File: src/port_error_log_defines.svh
// constants for the root port unit error detect mask and first/next error logs
// Operation
// detect mask resets zero, sticky, 31:16 read zero
// bits 15..13 mask upstream queue overflows
// bit 12 masks link protocol logic errors
// bit 11 masks link up-to-down transition error
// bit 10 data queue, bit 9 table parity
// bits 8..6 mask retry buffer parity errors
// bit 5 masks packet timeout; 4:3 reserved
// bits 2..0 mask management bus faults
// first log captures first error per category
// same-cycle errors all latch into first log
// log bits clear only on written one
// bits 8..6 device fatal, nonfatal, correctable
// bits 5..3 unit fatal, nonfatal, correctable
// report mask never blocks unit log bits
// bits 2..0 received fatal, nonfatal, correctable messages
// serr enable zero blocks received message bits
// next log records errors after category locked
// locked category reopens only after software clear
`ifndef PORT_ERROR_LOG_DEFINES_SVH
`define PORT_ERROR_LOG_DEFINES_SVH

// register byte offsets
`define OFF_DETECT_MASK 12'h158
`define OFF_FIRST_LOG 12'h160
`define OFF_NEXT_LOG 12'h164
`define OFF_CONTROL 12'h180
`define OFF_IRQ_STATUS 12'h184
`define OFF_IRQ_MASK 12'h188

// reset values
`define RST_DETECT_MASK 16'h0000
`define RST_LOG 9'h000
`define RST_CONTROL 1'h0
`define RST_IRQ 2'h0

// writable bits of the detect mask (31:16 and 4:3 reserved)
`define DETECT_MASK_RW 16'hFFE7

// severity of each unit error source, indexed by detect mask bit
`define UNIT_SEV_FATAL 16'hEFC0
`define UNIT_SEV_NONFATAL 16'h1020
`define UNIT_SEV_COR 16'h0007

// field positions
`define LOG_WIDTH 9
`define CTRL_SERR_EN_BIT 0
`define IRQ_FIRST_BIT 0
`define IRQ_NEXT_BIT 1
`define CAT_GROUPS 3
`define CAT_BITS 3

`endif

File: src/port_error_log_pkg.sv
// types shared by the port error log block
`default_nettype none
package port_error_log_pkg;
  typedef logic [31:0] word_t;
  typedef logic [15:0] unit_vec_t;
  typedef logic [8:0] log_vec_t;
  typedef logic [1:0] irq_vec_t;
  typedef enum logic [2:0] {
    SEV_COR = 3'b001,
    SEV_NONFATAL = 3'b010,
    SEV_FATAL = 3'b100
  } severity_t;
endpackage
`default_nettype wire

File: src/port_error_log.sv
// root port unit error detect mask and first/next error logs behind APB
//
// The APB register port is this design's own decision.
`include "port_error_log_defines.svh"
`default_nettype none
module port_error_log
  import port_error_log_pkg::*;
(
  // clock and resets
  input wire logic clock_i,
  input wire logic rst_b_i,
  input wire logic sys_reset_i,
  // apb slave
  input wire logic psel_i,
  input wire logic penable_i,
  input wire logic pwrite_i,
  input wire logic [11:0] paddr_i,
  input wire logic [31:0] pwdata_i,
  input wire logic [3:0] pstrb_i,
  output logic pready_o,
  output logic [31:0] prdata_o,
  output logic pslverr_o,
  // unit error sources, bit positions follow the detect mask
  input wire logic [15:0] unit_src_i,
  // internally detected device errors
  input wire logic dev_fatal_i,
  input wire logic dev_nonfatal_i,
  input wire logic dev_cor_i,
  // error messages received from the link
  input wire logic msg_fatal_i,
  input wire logic msg_nonfatal_i,
  input wire logic msg_cor_i,
  // status
  output logic [15:0] unit_detected_o,
  output logic irq_o
);

  // ---------------------------------------------------------------
  // address decode
  // ---------------------------------------------------------------
  function automatic logic addr_is(input logic [11:0] a, input logic [11:0] off);
    addr_is = (a[11:2] == off[11:2]);
  endfunction

  wire setup_phase;
  wire access_phase;
  wire wr_access;
  wire sel_detect;
  wire sel_first;
  wire sel_next;
  wire sel_ctrl;
  wire sel_irq_st;
  wire sel_irq_mask;
  wire addr_hit;
  wire full_word;

  assign setup_phase = psel_i & ~penable_i;
  assign access_phase = psel_i & penable_i;
  assign wr_access = access_phase & pwrite_i;
  assign sel_detect = addr_is(paddr_i, `OFF_DETECT_MASK);
  assign sel_first = addr_is(paddr_i, `OFF_FIRST_LOG);
  assign sel_next = addr_is(paddr_i, `OFF_NEXT_LOG);
  assign sel_ctrl = addr_is(paddr_i, `OFF_CONTROL);
  assign sel_irq_st = addr_is(paddr_i, `OFF_IRQ_STATUS);
  assign sel_irq_mask = addr_is(paddr_i, `OFF_IRQ_MASK);
  assign addr_hit = sel_detect | sel_first | sel_next | sel_ctrl | sel_irq_st | sel_irq_mask;
  // the low lanes hold every implemented bit; byte lanes 0 and 1 gate the write
  assign full_word = pstrb_i[0] & pstrb_i[1];

  // ---------------------------------------------------------------
  // state
  // ---------------------------------------------------------------
  unit_vec_t detect_mask;
  log_vec_t first_log;
  log_vec_t next_log;
  logic serr_en;
  irq_vec_t irq_status;
  irq_vec_t irq_mask;
  logic [31:0] rdata;
  logic slverr;

  // ---------------------------------------------------------------
  // unit error classification
  // ---------------------------------------------------------------
  wire [15:0] unit_detected;
  wire [2:0] unit_sev;

  unit_error_classify u_classify (
    .unit_src_i(unit_src_i),
    .detect_mask_i(detect_mask),
    .unit_detected_o(unit_detected),
    .unit_sev_o(unit_sev)
  );

  // ---------------------------------------------------------------
  // event vector in log layout
  // ---------------------------------------------------------------
  wire [2:0] dev_events;
  wire [2:0] unit_events;
  wire [2:0] msg_events;
  wire [8:0] events;

  assign dev_events = {dev_fatal_i, dev_nonfatal_i, dev_cor_i};
  assign unit_events = {unit_sev[2], unit_sev[1], unit_sev[0]};
  // messages only count while serr enable is set
  assign msg_events = {msg_fatal_i, msg_nonfatal_i, msg_cor_i} & {3{serr_en}};
  assign events = {dev_events, unit_events, msg_events};

  // ---------------------------------------------------------------
  // software clears, write-one-to-clear
  // ---------------------------------------------------------------
  wire [8:0] clr_first;
  wire [8:0] clr_next;
  wire [1:0] clr_irq;

  assign clr_first = (wr_access & sel_first & full_word) ? pwdata_i[8:0] : 9'h000;
  assign clr_next = (wr_access & sel_next & full_word) ? pwdata_i[8:0] : 9'h000;
  assign clr_irq = (wr_access & sel_irq_st & pstrb_i[0]) ? pwdata_i[1:0] : 2'h0;

  // ---------------------------------------------------------------
  // per-category capture steering
  // ---------------------------------------------------------------
  wire [8:0] first_set;
  wire [8:0] next_set;
  wire [2:0] cat_locked;

  genvar g;
  generate
    for (g = 0; g < `CAT_GROUPS; g = g + 1) begin : g_cat
      // a category is locked while any of its first-log bits is held
      assign cat_locked[g] = |first_log[g*`CAT_BITS +: `CAT_BITS];
      // every event of an open category lands in the first log together
      assign first_set[g*`CAT_BITS +: `CAT_BITS] =
        cat_locked[g] ? 3'h0 : events[g*`CAT_BITS +: `CAT_BITS];
      // later events of a locked category go to the next log
      assign next_set[g*`CAT_BITS +: `CAT_BITS] =
        cat_locked[g] ? events[g*`CAT_BITS +: `CAT_BITS] : 3'h0;
    end
  endgenerate

  // ---------------------------------------------------------------
  // next values
  // ---------------------------------------------------------------
  wire [15:0] next_detect_mask;
  wire [8:0] next_first_log;
  wire [8:0] next_next_log;
  wire next_serr_en;
  wire [1:0] irq_events;
  wire [1:0] next_irq_status;
  wire [1:0] next_irq_mask;
  wire detect_we;
  wire ctrl_we;
  wire irq_mask_we;

  assign detect_we = wr_access & sel_detect & full_word;
  assign ctrl_we = wr_access & sel_ctrl & pstrb_i[0];
  assign irq_mask_we = wr_access & sel_irq_mask & pstrb_i[0];

  // reserved bits of the mask never store a one
  assign next_detect_mask = detect_we ? (pwdata_i[15:0] & `DETECT_MASK_RW) : detect_mask;

  // a set in the same cycle as a clear wins, so no error is lost
  assign next_first_log = (first_log & ~clr_first) | first_set;
  assign next_next_log = (next_log & ~clr_next) | next_set;

  assign next_serr_en = sys_reset_i ? `RST_CONTROL :
                        ctrl_we ? pwdata_i[`CTRL_SERR_EN_BIT] : serr_en;

  assign irq_events[`IRQ_FIRST_BIT] = |first_set;
  assign irq_events[`IRQ_NEXT_BIT] = |next_set;
  assign next_irq_status = sys_reset_i ? `RST_IRQ : ((irq_status & ~clr_irq) | irq_events);
  assign next_irq_mask = sys_reset_i ? `RST_IRQ : irq_mask_we ? pwdata_i[1:0] : irq_mask;

  // ---------------------------------------------------------------
  // sticky registers: of the two resets only the power-on reset clears them, the
  // system reset input leaves them alone so errors survive a reboot
  // ---------------------------------------------------------------
  always_ff @(posedge clock_i or negedge rst_b_i) begin
    if (!rst_b_i) begin
      detect_mask <= `RST_DETECT_MASK;
      first_log <= `RST_LOG;
      next_log <= `RST_LOG;
    end else begin
      detect_mask <= next_detect_mask;
      first_log <= next_first_log;
      next_log <= next_next_log;
    end
  end

  // non-sticky control and interrupt state
  always_ff @(posedge clock_i or negedge rst_b_i) begin
    if (!rst_b_i) begin
      serr_en <= `RST_CONTROL;
      irq_status <= `RST_IRQ;
      irq_mask <= `RST_IRQ;
    end else begin
      serr_en <= next_serr_en;
      irq_status <= next_irq_status;
      irq_mask <= next_irq_mask;
    end
  end

  // ---------------------------------------------------------------
  // read path: data is sampled in the setup phase so it is stable
  // from flip-flops through the zero-wait access phase
  // ---------------------------------------------------------------
  wire [31:0] read_word;
  wire [31:0] rd_detect;
  wire [31:0] rd_first;
  wire [31:0] rd_next;
  wire [31:0] rd_ctrl;
  wire [31:0] rd_irq_st;
  wire [31:0] rd_irq_mask;
  wire [31:0] next_rdata;
  wire next_slverr;

  assign rd_detect = {16'h0000, detect_mask};
  assign rd_first = {23'h000000, first_log};
  assign rd_next = {23'h000000, next_log};
  assign rd_ctrl = {31'h00000000, serr_en};
  assign rd_irq_st = {30'h00000000, irq_status};
  assign rd_irq_mask = {30'h00000000, irq_mask};

  assign read_word = ({32{sel_detect}} & rd_detect)
                   | ({32{sel_first}} & rd_first)
                   | ({32{sel_next}} & rd_next)
                   | ({32{sel_ctrl}} & rd_ctrl)
                   | ({32{sel_irq_st}} & rd_irq_st)
                   | ({32{sel_irq_mask}} & rd_irq_mask);

  assign next_rdata = (setup_phase & ~pwrite_i) ? read_word :
                      setup_phase ? 32'h00000000 : rdata;
  assign next_slverr = setup_phase ? ~addr_hit : slverr;

  always_ff @(posedge clock_i or negedge rst_b_i) begin
    if (!rst_b_i) begin
      rdata <= 32'h00000000;
      slverr <= 1'b0;
    end else begin
      rdata <= next_rdata;
      slverr <= next_slverr;
    end
  end

  // ---------------------------------------------------------------
  // outputs
  // ---------------------------------------------------------------
  // no wait states; an unmapped address answers with an error and
  // its write is dropped because no select matches
  assign pready_o = 1'b1;
  assign prdata_o = rdata;
  assign pslverr_o = slverr & access_phase;
  assign unit_detected_o = unit_detected;
  assign irq_o = |(irq_status & ~irq_mask);

endmodule // port_error_log
`default_nettype wire

File: src/unit_error_classify.sv
// gates unit error sources by the detect mask and folds them into severities
`include "port_error_log_defines.svh"
`default_nettype none
module unit_error_classify
  import port_error_log_pkg::*;
(
  // raw sources, one per detect mask bit
  input wire logic [15:0] unit_src_i,
  input wire logic [15:0] detect_mask_i,
  // gated sources and severity summary
  output logic [15:0] unit_detected_o,
  output logic [2:0] unit_sev_o
);
  wire [15:0] gated;
  wire any_fatal;
  wire any_nonfatal;
  wire any_cor;

  // a set mask bit hides its source; reserved positions never detect
  assign gated = unit_src_i & ~detect_mask_i & `DETECT_MASK_RW;
  assign any_fatal = |(gated & `UNIT_SEV_FATAL);
  assign any_nonfatal = |(gated & `UNIT_SEV_NONFATAL);
  assign any_cor = |(gated & `UNIT_SEV_COR);

  assign unit_detected_o = gated;
  // report mask is not consulted here, so logging is never blocked by it
  assign unit_sev_o = ({3{any_fatal}} & SEV_FATAL)
                    | ({3{any_nonfatal}} & SEV_NONFATAL)
                    | ({3{any_cor}} & SEV_COR);
endmodule // unit_error_classify
`default_nettype wire

File: config.mk
export PLATFORM = sky130hd
export DESIGN_NAME = port_error_log
export DESIGN_NICKNAME = d
export VERILOG_FILES = /design/src/port_error_log_pkg.sv /design/src/port_error_log.sv /design/src/unit_error_classify.sv
export VERILOG_INCLUDE_DIRS = /design/src
export SDC_FILE = /design/constraint.sdc
export NUM_CORES = 1
export LEC_CHECK = 0
export BUFFER_PORTS_ARGS = -buffer_cell sky130_fd_sc_hd__buf_2
export CAP_MARGIN = 25
export CORE_MARGIN = 2
export CORE_UTILIZATION = 44
export CTS_BUF_LIST = sky130_fd_sc_hd__clkbuf_2 sky130_fd_sc_hd__clkbuf_4 sky130_fd_sc_hd__clkbuf_8
export CTS_CLUSTER_SIZE = 8
export DETAILED_ROUTE_END_ITERATION = 6
export GPL_TIMING_DRIVEN = 0
export HOLD_SLACK_MARGIN = 0.15
export PLACE_DENSITY = 0.77
export SETUP_SLACK_MARGIN = 0.1
export SLEW_MARGIN = 30
export SYNTH_ARGS = -nofsm -noshare
export SYNTH_HDL_FRONTEND = slang
export SYNTH_SLANG_ARGS = --single-unit
File: constraint.sdc
create_clock -name clock_i -period 1.35 [get_ports clock_i]
set_input_delay 0.135 -clock clock_i [delete_from_list [all_inputs] [get_ports clock_i]]
set_output_delay 0.135 -clock clock_i [all_outputs]
set_load 0.02 [all_outputs]
======== Word level (Yosys, flattened, before mapping) ========
Cells that the tools add are included.
W data, S select, Z words.
operators by class
  equal/unequal tests ..................... 6
  reduce and logical (&&, ||, !) cells .... 12
  mux-type cells .......................... 16
  bitwise operators ....................... 53
operators by type and width
  cell                   count
  $or A32 B32 Y32        5
  $and A32 B2 Y32        2
  $and A32 B9 Y32        2
  $mux W32               2
  $eq A10 B7 Y1 const B  6
  $and A32 B1 Y32        1
  $and A32 B16 Y32       1
  $reduce_or A9 Y1       3
  $and A1 B1 Y1          18
  $and A9 B9 Y9          2
  $mux W3                6
  $mux W9                2
  $not A9 Y9             2
  $or A9 B9 Y9           2
  $and A16 B16 Y16       1
  $not A16 Y16           1
  $reduce_or A3 Y1       4
  $mux W2                4
  $reduce_bool A2 Y1     3
  $or A1 B1 Y1           5
  $and A2 B2 Y2          2
  $not A2 Y2             2
  $reduce_or A2 Y1       2
  $and A3 B3 Y3          1
  5 further kinds        8
word-level totals
  output and inout bits ................... 51
  logic and storage cells ................. 95
  input bits .............................. 76
  flip-flop bits (word level) ............. 70

======== Logic depth before layout (Yosys ltp) ========
  depth in word-level cells ............... 9
  mapped depth ............................ 7
  mapped depth without buffers ............ 4

======== Modules after synthesis ========
From an unflattened synthesis, not the netlist that was laid out.
second synthesis, totals
  cells, all modules ...................... 262
  area total of the unflattened synthesis .. 2,906.5 um^2
by module, submodules not included
  module               times used  cells an instance  area an instance (um^2)
  port_error_log       1           236                2,708.8
  unit_error_classify  1           26                 197.7

======== Worst setup path after synthesis ========
Ideal clock, no wire load.
  kind .................................... input -> register
  start ................................... input port paddr_i[3]
  end ..................................... register detect_mask[10]
  stages on the path ...................... 7
  path slack .............................. -0.214 ns
  buffers on the path ..................... 3
  library setup time ...................... 0.125 ns
  arrival time ............................ 1.438 ns
  cell sequence ........................... buf_4 -> nand4bb_1 -> nor3_1 -> and2_1 -> buf_6 -> buf_6 -> mux2_4
on the way
  cells in the longest elaborated chain, start to end .. 3
ends and longest elaborated chain
  element                      RTL line               source
  start, declared              port_error_log.sv:17   input wire logic [11:0] paddr_i,
  $eq A10 B7 Y1                port_error_log.sv:42   addr_is = (a[11:2] == off[11:2]);
  $and A1 B1 Y1 (2 in series)  port_error_log.sv:155  assign detect_we = wr_access & sel_detect & full_word;
  end signal, assigned         port_error_log.sv:180  detect_mask <= `RST_DETECT_MASK;
  end signal, assigned         port_error_log.sv:184  detect_mask <= next_detect_mask;
  end, declared                port_error_log.sv:73   unit_vec_t detect_mask;
No other way between the ends.
A chain may end at the register's enable or synchronous reset.

======== Worst setup path in the final report ========
  start ................................... register detect_mask[13]
  end ..................................... register irq_status[1]
on the way
  cells in the longest elaborated chain, start to end .. 9
ends and longest elaborated chain
  element                 RTL line                   source
  $not A16 Y16            unit_error_classify.sv:20  assign gated = unit_src_i & ~detect_mask_i & `DETECT_MASK_RW;
  $and A16 B16 Y16        unit_error_classify.sv:20
  $reduce_or A9 Y1        unit_error_classify.sv:21  assign any_fatal = |(gated & `UNIT_SEV_FATAL);
  $or A3 B2 Y3            unit_error_classify.sv:28  | ({3{any_nonfatal}} & SEV_NONFATAL)
  $or A3 B1 Y3            unit_error_classify.sv:29  | ({3{any_cor}} & SEV_COR);
  $mux W3                 port_error_log.sv:137      cat_locked[g] ? events[g*`CAT_BITS +: `CAT_BITS] : 3'h0;
  $reduce_or A9 Y1        port_error_log.sv:170      assign irq_events[`IRQ_NEXT_BIT] = |next_set;
  $or A2 B2 Y2            port_error_log.sv:171      assign next_irq_status = sys_reset_i ? `RST_IRQ : ((irq_status & ~clr_irq) | irq_events);
  $mux W2                 port_error_log.sv:171
  net next_irq_status[1]  port_error_log.sv:149      wire [1:0] next_irq_status;
  end signal, assigned    port_error_log.sv:194      irq_status <= `RST_IRQ;
  end signal, assigned    port_error_log.sv:198      irq_status <= next_irq_status;
  end, declared           port_error_log.sv:77       irq_vec_t irq_status;
The timed path passes the listed nets, and every way through them passes these cells.

==> implementation parameters <==
Parameter                              Value

STA
  Setup slack of the critical path after layout ... -0.185 ns
  Period minus WS final ... 1.54 ns
  Accumulated negative setup slack ... -0.841 ns
  Final Hold Violating Endpoints ... 0
  Setup skew after layout ... between 0.01 and 0.015 ns
  Slew HR ... 0.548
  Transition at the pin with the smallest max-transition slack ... 0.678 ns
  RSZ-0062 raised after global routing ... yes
  Final Slew Violations ... 0
  Final clock period utilization by the worst path ... 1.14
  Final Setup Violations ... 12
  Maximum clock frequency ... 0.651 GHz

Yosys
  Synthesized area per cell ... 11.0 sq um
  Sequential share of the synthesized area ... 0.462
  Post-synthesis instance area ... 0.00293 sq mm
  Top flip-flop cell by instance count after synthesis ... dfrtp_1
  Xor-xnor portion of the synthesized cell area ... 0
  Synth warn ... 0
  Main area contributors after synthesis ... dfrtp_1 46%, a22o_1 6.9%, buf_4 5.1%
  Synthesized flop and latch total ... 54
  Share of synthesized cell area in full adder, half adder and majority cells ... 0
  Number of enable flip-flop cells after synthesis ... 0
  Most area-hungry cell type in the Yosys netlist ... dfrtp_1
  Commonest cells in the synthesized netlist ... 54 x dfrtp_1, 23 x a22o_1, 20 x buf_4, 20 x nand3_1, 17 x nor2b_1
  Fraction of the mapped netlist area in compound gates ... 0.147
  Number of unique standard cell types used by synthesis ... 45
  Most used standard cell by instance count after synthesis ... dfrtp_1
  Simple-gate area share of the yosys netlist ... 0.207
  Synth async-reset ratio ... 1.00
  Main combinational cell family by area after synthesis ... simple AND/OR/NAND/NOR gates
  Multiplexer area fraction after synthesis ... 0.106
  Synthesized instance count ... 266
  Share of the synthesized area in the top cell type ... 0.462

Outcome
  Status ... complete, but fails checks
  Failing checks ... setup timing

Placement
  Routability Congestion ... 0.876
  IO Port Bufs ... 84
  HPWL reported at the end of detailed placement ... 5.73 mm
  Cell area after placement ... approximately 0.0035 sq mm

Detailed routing
  DR vias ... about 2800
  Number of design rule violations left after detail routing ... 0
  Antenna Nets Post-Route ... 0
  Vias per cell ... 5.55
  Post-detailed-route wirelength per cell ... 18.0 um
  Final wirelength ... 8.99 mm
  Starting DRT DRC Count ... 209
  Number of iterations in the first detailed-routing pass ... 5

Finish
  Count of inserted antenna diode cells ... 0
  Fraction of layout instances using a drive strength above 1 ... 0.506
  Final #Nets ... 498
  Post-layout utilization of the core ... 0.699
  Synth-to-Final Area Change ... 52.5%
  FILL cells ... 475
  Area occupied by registers ... 0.00135 sq mm
  Design area ... ~0.0045 sq mm
  Multi-input gate area ... 0.00170 sq mm

Clocking
  # clock sinks ... 54
  Number of buffers created by CTS ... 5
  Clock transition at the registers of the reported paths ... around 0.10 ns
  Clk_lat worst skew ... around 0.31 ns
  Bufs on Longest Clock Path ... 2
  CTS tree ... built
  Total number of H-tree levels ... 2
  Clock tree root driver cell ... clkbuf_8

Worst setup path
  Critical path fanouts, max ... 3
  Crit-path leading delay family ... simple AND/OR/NAND/NOR gates
  Critical path startpoint ... detect_mask[13]$_DFFE_PN0P_
  Critical Path, Cell by Cell ... nor2b_2, or4_4, o31ai_4, a41oi_2
  Count of buffer and inverter cells on the critical path ... 0
  Required @ worst endpoint ... 1.54 ns
  Slowest Stage Delay on Critical Path ... 0.58 ns
  Endpoint type of the worst setup path ... flop
  Worst-case register-to-register setup slack ... -0.19 ns
  Launch point of the worst reg-to-reg path ... detect_mask[13]$_DFFE_PN0P_
  Master of the slowest instance on the critical path ... or4_4
  Arrival @ worst endpoint ... roughly 1.7 ns
  Element type at the critical path start ... flop
  Type of the setup path with the least slack ... flop to flop

Pwr
  Peak VDD IR ... 0.580 mV
  Total internal power ... 2.56 mW
  Share of total power in combinational logic ... 0.175
  Leakage power ... 2.11 nW
  Part of the total power dissipated in sequential elements ... 0.488
  PwrDens ... 780 mW/mm^2
  Clock share of power ... 0.337
  Final Power ... 3.48 mW
  Switching power total ... a little over 0.9 mW
  Proportion of total power due to net switching ... 0.265

GRT
  Total congestion overflow after global routing ... 0
  First-pass GRT wire length ... 14.0 mm
  Overall fraction of global-route tracks in use ... 0.241
  Largest net degree at the start of global routing ... 55
  Via count of the first global-routing pass ... 2671
  Antenna violations before repair ... 0

Die
  Standard-cell row count ... 29
  Core box area ... 0.00639 sq mm
  Die span in y ... 85.6 um
  Number of top-level pins ... 127
  Die Area ... 0.00732 sq mm
  Initial Util ... 0.458
  Width of the chip ... 85.6 um

Min path
  Hold Path Origin ... pwdata_i[0]
  Type of the most critical hold path ... input port to flop

Job
  # Max-Cap Violations ... 0
[layout by cell type, fill, tap and decap left out, types with 5 or more instances in the layout]
cell type and count:
nor2b_2 6, nor2b_1 11, nand3_2 8, mux2i_1 7, dlygate4sd3_1 22, conb_1 19
buf_2 74, o21ai_1 6, clkbuf_8 6, buf_6 9, buf_4 45, a22o_1 23
nor2_1 5, mux2_4 14, nand3_1 12, buf_12 6, nand2_1 14, a22oi_1 5
dfrtp_1 54
[metal layers]
layer / GRT usage / up-vias / part of all wire
met2: 0.399 / 151 / 0.49
met4: 0.0346 / 0 / 0.011
met3: 0.0558 / 14 / 0.076
met1: 0.332 / 1344 / 0.42
li1: - / 1267 / -
met5: 0 / - / 0
[cell type report]
type,instances,share of cell area
multi-input cells,197,0.381
flip-flops and latches,54,0.303
repair buffers,132,0.215
plain buffers,29,0.0505
well taps,77,0.0216
clock buffers,6,0.0185
clock inverters,2,0.00869
inverters,3,0.00252
[sequential cells by signal, summed over array words and instances (netlist names)]
name / cells
irq_mask: 2
first_log: 9
serr_en: 1
slverr: 1
next_log: 9
irq_status: 2
prdata_o: 16
detect_mask: 14
[power by group through the flow]
stage | clock (mW) | sequential [mW] | combinational, mW
after global placement | 0 | 1.72 | 0.458
after CTS | 1.18 | 1.70 | 0.561
final | 1.17 | 1.70 | 0.609
after floorplan | 0 | 1.71 | 0.272
after detailed placement | 0 | 1.73 | 0.466
after global routing | 1.26 | 1.70 | 0.652
[per-stage QoR]
| step | instances | worst slack [ns] | hold WS [ns] |
|---|---|---|---|
| final | 500 | -0.185 | 0.181 |
| after detailed placement | 444 | -0.489 | 0.218 |
| after global placement | 444 | -0.482 | 0.351 |
| after floorplan | 283 | -0.197 | -0.161 |
| after global routing | 500 | -0.209 | 0.174 |
| after CTS | 491 | -0.137 | 0.169 |
[path summary, 6_finish.rpt]
| kind | endpoint | depth (start not counted) |
|---|---|---|
| max | irq_status[1]$_DFF_PN0_ | 4 |
| min | detect_mask[0]$_DFFE_PN0P_ | 2 |
| max reg2reg | irq_status[1]$_DFF_PN0_ | 4 |
| min in group asynchronous | detect_mask[14]$_DFFE_PN0P_ | 2 |
| max in group asynchronous | prdata_o[3]$_DFFE_PN0P_ | 2 |
| min reg2reg | prdata_o[8]$_DFFE_PN0P_ | 2 |
[logic make-up after synthesis]
family / count (synthesis)
AOI/OAI and AO/OA: 56
buffers and inverters: 32
other: 2
DFF: 54
muxes: 25
and+or+nand+nor: 97
[repair_timing]
item	4_1_cts	5_1_grt
setup buffers	16	10
cloned	1	0
hold buffers	22	0
setup endpoints to repair	44	42
pin swaps	7	15
resized for setup	40	35
hold endpoints to repair	89	0
Power figures use the tool's default switching activity.
